File: src/sarsr_map.vh
// Purpose: shared constants for the serial conversion-control and readout block
// Assumes: 40 MHz system clock
// Notes:   times in ns, cycle counts derived in the main module
`ifndef SARSR_MAP_VH
`define SARSR_MAP_VH

// ----------------------------------------
// result format
// ----------------------------------------
`define SARSR_RES_W        14
`define SARSR_CODE_ZERO    14'h0000
`define SARSR_CODE_MID     14'h2000
`define SARSR_CODE_FULL    14'h3FFF

// ----------------------------------------
// timing
// ----------------------------------------
`define SARSR_CLK_NS       25
`define SARSR_TCONV_MIN_NS 500
`define SARSR_TCONV_MAX_NS 1500
`define SARSR_CNT_W        16

`endif

File: src/sarsr_edge.v
// Purpose: two-flop synchroniser with rise and fall pulses for one pin
// Assumes: pin is asynchronous to i_clk
// Notes:   first flop is read only by the second flop
module sarsr_edge
(
  input  wire i_clk,
  input  wire i_nrst,
  input  wire i_pin,
  output wire o_lvl,
  output wire o_rise,
  output wire o_fall
);

  reg meta_r;
  reg sync_r;
  reg prev_r;

  always @(posedge i_clk)
  begin
    if (!i_nrst)
    begin
      meta_r <= 1'b0;
      sync_r <= 1'b0;
      prev_r <= 1'b0;
    end
    else
    begin
      meta_r <= i_pin;
      sync_r <= meta_r;
      prev_r <= sync_r;
    end
  end

  assign o_lvl  = sync_r;
  assign o_rise = sync_r & ~prev_r;
  assign o_fall = ~sync_r & prev_r;

endmodule

File: src/sarsr_readout.v
// Purpose: conversion control and serial readout of a 14-bit converter
// Assumes: host pins sampled by i_clk; converter result given on i_conv_code
// Notes:   conversion time modelled by a counter; result latched at conversion end
`include "sarsr_map.vh"
module sarsr_readout
#(
  parameter TCONV_MIN_NS = `SARSR_TCONV_MIN_NS,
  parameter TCONV_MAX_NS = `SARSR_TCONV_MAX_NS
)
(
  input  wire                   i_clk,
  input  wire                   i_nrst,
  input  wire                   i_conversion_start_input,
  input  wire                   i_sclk,
  input  wire                   i_sdi,
  input  wire [`SARSR_RES_W-1:0] i_conv_code,
  output wire                   o_sdo,
  output wire                   o_sdo_oe,
  output wire                   o_shutdown,
  output wire                   o_converting,
  output wire                   o_chain_mode,
  output wire                   o_busy_en
);

  // ----------------------------------------
  // timing constants
  // ----------------------------------------
  // least time rounds up, longest rounds down; conversion ends at max
  localparam [`SARSR_CNT_W-1:0] CONV_MIN_CYC =
    (TCONV_MIN_NS + `SARSR_CLK_NS - 1) / `SARSR_CLK_NS;
  localparam [`SARSR_CNT_W-1:0] CONV_MAX_CYC =
    (TCONV_MAX_NS / `SARSR_CLK_NS < 1) ? 1 : TCONV_MAX_NS / `SARSR_CLK_NS;
  localparam [4:0] BITS_NOBUSY = 5'd14;
  localparam [4:0] BITS_BUSY   = 5'd15;

  // one-hot states
  localparam [2:0] ST_ACQ  = 3'b001;
  localparam [2:0] ST_CONV = 3'b010;
  localparam [2:0] ST_SHDN = 3'b100;

  // ----------------------------------------
  // pin synchronisers
  // ----------------------------------------
  wire cnv_lvl;
  wire cnv_rise;
  wire cnv_fall;
  wire sck_lvl;
  wire sck_fall;
  wire sdi_lvl;

  sarsr_edge u_cnv
  (
    .i_clk  (i_clk),
    .i_nrst (i_nrst),
    .i_pin  (i_conversion_start_input),
    .o_lvl  (cnv_lvl),
    .o_rise (cnv_rise),
    .o_fall (cnv_fall)
  );

  sarsr_edge u_sck
  (
    .i_clk  (i_clk),
    .i_nrst (i_nrst),
    .i_pin  (i_sclk),
    .o_lvl  (sck_lvl),
    .o_rise (),
    .o_fall (sck_fall)
  );

  sarsr_edge u_sdi
  (
    .i_clk  (i_clk),
    .i_nrst (i_nrst),
    .i_pin  (i_sdi),
    .o_lvl  (sdi_lvl),
    .o_rise (),
    .o_fall ()
  );

  // ----------------------------------------
  // state
  // ----------------------------------------
  reg [2:0]              state_r;
  reg [2:0]              state_nxt;
  reg [`SARSR_CNT_W-1:0] cnt_r;
  reg                    chain_r;
  reg                    busy_en_r;
  reg [`SARSR_RES_W-1:0] shreg_r;
  reg                    sdo_r;
  reg                    oe_r;
  reg [4:0]              nbit_r;
  reg                    busy_pend_r;
  reg                    rd_open_r;

  wire conv_done = (state_r == ST_CONV) && (cnt_r >= CONV_MAX_CYC - 1'b1);

  // the count nbit is parked at after a select-mode readout depends on whether a busy bit leads
  wire [4:0] bit_lim = busy_en_r ? BITS_BUSY : BITS_NOBUSY;

  always @*
  begin
    state_nxt = state_r;
    case (state_r)
      ST_ACQ:
      begin
        if (cnv_rise)
          state_nxt = ST_CONV;
        else if (cnv_fall && sck_lvl)
          state_nxt = ST_SHDN;
      end
      ST_CONV:
      begin
        // start line changes do not abort the conversion
        if (conv_done)
          state_nxt = ST_ACQ;
      end
      ST_SHDN:
      begin
        if (cnv_fall && !sck_lvl)
          state_nxt = ST_ACQ;
      end
      default:
        state_nxt = ST_ACQ;
    endcase
  end

  // ----------------------------------------
  // control and shifter
  // ----------------------------------------
  always @(posedge i_clk)
  begin
    if (!i_nrst)
    begin
      state_r     <= ST_ACQ;
      cnt_r       <= {`SARSR_CNT_W{1'b0}};
      chain_r     <= 1'b0;
      busy_en_r   <= 1'b0;
      shreg_r     <= `SARSR_CODE_ZERO;
      sdo_r       <= 1'b0;
      oe_r        <= 1'b0;
      nbit_r      <= 5'd0;
      busy_pend_r <= 1'b0;
      rd_open_r   <= 1'b0;
    end
    else
    begin
      state_r <= state_nxt;
      if (state_r == ST_CONV)
        cnt_r <= cnt_r + 1'b1;
      else
        cnt_r <= {`SARSR_CNT_W{1'b0}};

      if (state_r == ST_ACQ && cnv_rise)
      begin
        chain_r     <= ~sdi_lvl;
        busy_en_r   <= ~sdi_lvl & sck_lvl;
        busy_pend_r <= 1'b0;
        rd_open_r   <= 1'b0;
        nbit_r      <= 5'd0;
        oe_r        <= ~sdi_lvl;
        sdo_r       <= 1'b0;
      end
      else if (conv_done)
      begin
        // straight binary result straight from the converter
        shreg_r <= i_conv_code;
        nbit_r  <= 5'd0;
        if (chain_r)
        begin
          oe_r <= 1'b1;
          if (busy_en_r)
          begin
            // busy output waits for the upstream part's busy
            busy_pend_r <= 1'b1;
            sdo_r       <= 1'b0;
          end
          else
            sdo_r <= i_conv_code[`SARSR_RES_W-1];
        end
        else if (!cnv_lvl || !sdi_lvl)
        begin
          busy_en_r <= 1'b1;
          oe_r      <= 1'b1;
          sdo_r     <= 1'b0;
          rd_open_r <= 1'b1;
        end
        else
        begin
          busy_en_r <= 1'b0;
          rd_open_r <= 1'b0;
        end
      end
      else if (state_r == ST_ACQ && chain_r)
      begin
        oe_r <= 1'b1;
        if (busy_pend_r)
        begin
          if (sdi_lvl)
          begin
            sdo_r       <= 1'b1;
            busy_pend_r <= 1'b0;
          end
        end
        else if (sck_fall)
        begin
          if (busy_en_r && nbit_r == 5'd0)
          begin
            // busy bit is flushed, not chained
            sdo_r  <= shreg_r[`SARSR_RES_W-1];
            nbit_r <= 5'd1;
          end
          else
          begin
            shreg_r <= {shreg_r[`SARSR_RES_W-2:0], sdi_lvl};
            sdo_r   <= shreg_r[`SARSR_RES_W-2];
          end
        end
        else if (!cnv_lvl && !sdi_lvl && state_nxt == ST_ACQ && cnv_fall)
          sdo_r <= 1'b0;
      end
      else if (state_r == ST_ACQ)
      begin
        // select modes: start and sdi both high end the readout
        if (busy_en_r && rd_open_r && cnv_lvl && sdi_lvl)
        begin
          oe_r      <= 1'b0;
          rd_open_r <= 1'b0;
        end
        else if (!busy_en_r && !rd_open_r && nbit_r == 5'd0
                 && (!cnv_lvl || !sdi_lvl))
        begin
          // 3-wire: start low, 4-wire: sdi low opens readout with msb
          oe_r      <= 1'b1;
          sdo_r     <= shreg_r[`SARSR_RES_W-1];
          rd_open_r <= 1'b1;
          nbit_r    <= 5'd1;
        end
        else if (rd_open_r && sck_fall)
        begin
          // nbit counts data bits already shown: the last one must stand a full sclk period
          if (nbit_r >= BITS_NOBUSY)
          begin
            oe_r      <= 1'b0;
            rd_open_r <= 1'b0;
            nbit_r    <= bit_lim;
          end
          else if (busy_en_r && nbit_r == 5'd0)
          begin
            // first fall flushes the busy bit and shows the msb unshifted
            sdo_r  <= shreg_r[`SARSR_RES_W-1];
            nbit_r <= 5'd1;
          end
          else
          begin
            nbit_r  <= nbit_r + 1'b1;
            sdo_r   <= shreg_r[`SARSR_RES_W-2];
            shreg_r <= {shreg_r[`SARSR_RES_W-2:0], 1'b0};
          end
        end
        else if (rd_open_r && !busy_en_r && cnv_lvl && sdi_lvl && nbit_r != 5'd0
                 && !(!cnv_lvl || !sdi_lvl))
        begin
          oe_r      <= 1'b0;
          rd_open_r <= 1'b0;
        end
        else if (!rd_open_r && !cnv_lvl && !sdi_lvl)
        begin
          oe_r  <= 1'b1;
          sdo_r <= 1'b0;
        end
        else if (!rd_open_r && oe_r && (cnv_lvl || sdi_lvl))
          oe_r <= 1'b0;
      end
      else if (state_r == ST_SHDN)
        oe_r <= chain_r;
    end
  end

  assign o_sdo        = sdo_r;
  assign o_sdo_oe     = oe_r;
  assign o_shutdown   = (state_r == ST_SHDN);
  assign o_converting = (state_r == ST_CONV);
  assign o_chain_mode = chain_r;
  assign o_busy_en    = busy_en_r;

endmodule

File: config.mk
export PLATFORM = sky130hd
export DESIGN_NAME = sarsr_readout
export DESIGN_NICKNAME = d
export VERILOG_FILES = /design/src/sarsr_edge.v /design/src/sarsr_readout.v
export VERILOG_INCLUDE_DIRS = /design/src
export SDC_FILE = /design/constraint.sdc
export NUM_CORES = 1
export LEC_CHECK = 0
export BUFFER_PORTS_ARGS = -buffer_cell sky130_fd_sc_hd__buf_2
export CAP_MARGIN = 20
export CELL_PAD_IN_SITES_DETAIL_PLACEMENT = 0
export CELL_PAD_IN_SITES_GLOBAL_PLACEMENT = 1
export CORE_UTILIZATION = 48
export DETAILED_ROUTE_END_ITERATION = 8
export PLACE_DENSITY = 0.91
export SYNTH_ARGS = -nofsm -noshare
export SYNTH_HDL_FRONTEND = slang
export SYNTH_HIERARCHICAL = 1
export SYNTH_SLANG_ARGS = --single-unit
File: constraint.sdc
create_clock -name i_clk -period 5.3 [get_ports i_clk]
set_clock_uncertainty 0.2 [all_clocks]
set_input_delay 0.265 -clock i_clk [delete_from_list [all_inputs] [get_ports i_clk]]
set_output_delay 0.265 -clock i_clk [all_outputs]
set_load 0.01 [all_outputs]
==> impl_metrics.py <==
metrics = {
    "timing": {
        "grt_setup_unrepaired": "no",
        "slew_viol_final": 0,
        "final-setup-viol-count": 0,
        "hold-worst-slack_ps": 5.74,
        "final.setup.tns_ps": 0,
        "finalCritPeriodShare_pct": 53.9,
        "period_minus_slack_ps": 2860,
        "maxClockFrequency_ghz": 0.350,
        "report.final.hold_viol_count": 0,
        "timing.slew.headroom_pct": 48.3,
        "worst_slack_ps": 2440,
        "tightest_slew_ps": 775,
    },
    "critical_path": {
        "criticalPathCategory": "flop to flop",
        "worstReg2RegStart": "u_sck/o_lvl",
        "worst_path_max_delay_cell": "a21oi_4",
        "worstPathBufferInverterCount": 0,
        "reg2reg_depth": 7,
        "critPathCaptureType": "flop",
        "ff_to_ff_setup_slack_ps": 2440,
        "worst_endpoint_data_arrival_time_ps": 2880,
        "worstSetupStartpointType": "flop",
        "timing.critical_path.max_delay_family": "compound AO/OA/AOI/OAI gates",
        "cp_max_fo": 28,
        "crit_chain": "nor2b_1, nand2_1, nor4b_1, o2111ai_1, a21oi_4, nor2_1, a311oi_2",
        "worst_ep_required_time_ps": 5320,
        "cpPeakStageDelay_ps": 670,
        "worst_r2r_endpoint": "shreg_r[8]",
    },
    "cts": {
        "clock_insertion_delay_worst_skew_ps": 310,
        "h-tree-depth": 2,
        "cts_post_setup_buffers_inserted": 0,
        "clock_sinks": 52,
        "clk_path_buf_depth": 2,
        "cts_tree": "done",
        "cts.reportedPaths.clkPinSlew_ps": 100,
        "cts_inserted_buffers": 5,
        "clock_tree.root_cell": "clkbuf_8",
    },
    "pwr": {
        "internal_power_w": 0.000718,
        "p_per_area_mw_per_mm2": 344,
        "power_switching_share_pct": 30.8,
        "switching_power_summed_over_all_nets_w": 0.000319,
        "power_frac_clock_pct": 31.9,
        "static-leakage-power_nw": 1.06,
        "pwr-share-seq_pct": 43.8,
        "pwr-share-comb_pct": 24.3,
        "ir_drop_uv": 196,
    },
    "detailed_routing": {
        "totalWireLength_um": 6010,
        "drc_errors": 0,
        "number_of_drc_violations_after_detailed_routing_iteration_0": 164,
        "vias": 2392,
        "firstDrtPassIters": 4,
        "via_per_inst": 5.75,
        "antenna_violating_nets_post_route": 0,
        "post_drt_wl_per_cell_um": 14.4,
    },
    "place": {
        "place_congestion": 0.926,
        "dp_hpwl_um": 4160,
        "place.detailed.instances": 405,
        "port_buffers": 24,
        "placed_area_mm2": 0.00285,
        "place_worst_setup_slack_ps": 2510,
    },
    "global_route": {
        "wire_length_of_the_first_global_routing_pass_um": 10500,
        "grt_antenna_before_repair": 0,
        "gr-total-overflow": 0,
        "grt_max_degree": 29,
        "use_met1_pct": 29.0,
        "grt_use_met3_pct": 4.59,
        "grt_use_total_pct": 21.5,
        "via_count_of_the_first_global_routing_pass": 2248,
        "grt_util_met2_pct": 34.3,
        "top_usage_layer": "met2",
    },
    "synth": {
        "netlist_area_mm2": 0.00273,
        "yosys_warnings": 6,
        "synth.net_count": 350,
        "synth.avg_cell_area_um2": 8.35,
        "synthCells": 327,
    },
    "finish": {
        "layout.filler_cells": 508,
        "drive_above_1_share_pct": 14.5,
        "antenna_cells_inserted": 0,
        "finalInstanceArea_mm2": 0.00302,
        "layout-area-overhead-vs-synth_pct": 10.5,
        "sequential_cell_area_mm2": 0.00104,
        "stdcell_count": 416,
        "fin_nets": 366,
        "multi_input_area_mm2": 0.00155,
    },
    "min_path": {
        "min-delay-path-class": "primary input to flop",
        "hp-start": "i_conv_code[5]",
        "min_delay_path_depth": 3,
        "hold_path_end": "shreg_r[5]",
    },
    "outcome": {
        "run_status": "completed",
    },
    "die": {
        "initial_core_util_pct": 49.6,
        "die_x_um": 77.4,
        "core.rowCount": 27,
        "die_h_um": 77.4,
        "boundaryPins": 25,
        "core_area_mm2": 0.00551,
        "die_ar_mm2": 0.00600,
    },
    "run": {
        "drv.max_cap_violation_count": 0,
    },
}
[power groups by stage]
| stage | clock (W) | combinational [W] | sequential (W) |
|---|---|---|---|
| floorplan | 0 | 0.000215 | 0.000447 |
| global placement | 0 | 0.000246 | 0.000462 |
| detailed placement | 0 | 0.000249 | 0.000463 |
| CTS | 0.000335 | 0.000251 | 0.000454 |
| global route | 0.000355 | 0.000283 | 0.000460 |
| finish | 0.000331 | 0.000252 | 0.000454 |
[state kept, by name, indices dropped and copies added, names as in the netlist]
signal and count:
o_sdo_oe 1, nbit_r 5, u_sck/prev_r 1, o_chain_mode 1
u_sdi/meta_r 1, u_cnv/prev_r 1, u_cnv/meta_r 1, busy_pend_r 1
o_sdo 1, o_busy_en 1, rd_open_r 1, state_r 3
shreg_r 14, u_sck/meta_r 1, cnt_r 16, u_sck/o_lvl 1
u_sdi/o_lvl 1, u_cnv/o_lvl 1
[through the flow]
| step | power (W) | util (%) |
|---|---|---|
| floorplan | 0.000662 | - |
| global placement | 0.000708 | 51.8 |
| detailed placement | 0.000712 | 51.8 |
| CTS | 0.00104 | 54.8 |
| global route | 0.00110 | 54.8 |
| finish | 0.00104 | 54.8 |
[metal layers]
layer | wire (um) | up-vias
li1 | - | 1206
met1 | 2950 | 1105
met2 | 2700 | 76
met3 | 304 | 5
met4 | 60 | 0
met5 | 0 | -
[worst max path at each step]
stage / start / end / cells after the start
6_report: u_sck/o_lvl / shreg_r[8] / 7
5_1_grt: u_sck/o_lvl / shreg_r[1] / 7
4_1_cts: u_sck/o_lvl / shreg_r[8] / 7
3_5_place_dp: u_sck/o_lvl / shreg_r[8] / 7
3_3_place_gp: u_sck/o_lvl / shreg_r[13] / 7
2_1_floorplan: nbit_r[0] / shreg_r[10] / 8
[placed cells by master, fill, tap and decap left out, types with 3 or more instances in the layout]
cell type	instances
dfxtp_1	52
nand2_1	45
nor2_1	39
buf_2	24
nand3_1	16
a21oi_1	12
inv_1	11
o21ai_0	9
a311oi_1	8
and2_1	8
nor3_1	7
xnor2_1	6
a311oi_2	6
and3_1	5
or3_1	5
nor2b_1	5
xor2_1	5
clkbuf_8	5
nand2b_1	4
nor4_1	4
ha_1	4
o211ai_1	3
o21bai_1	3
a41oi_1	3
dlygate4sd3_1	3
[timing repair]
item	in CTS	in global routing
endpoints found under the hold margin	3	0
hold buffers	3	0
gates resized for setup	0	0
[area by class of cell]
class	count	share of cell area [%]
multi-input cells	244	51.4
flip-flops and latches	52	34.5
repair buffers	27	4.97
well taps	72	2.98
clock buffers	5	2.28
clock inverters	3	2.28
inverters	13	1.62
[worst reg2reg max path: stages (launching register included)]
cell and delay (ps):
dfxtp_1 350, nor2b_1 600, nand2_1 110, nor4b_1 270
o2111ai_1 190, a21oi_4 670, nor2_1 140, a311oi_2 250
Note: power is estimated with default switching activity, not from simulation.
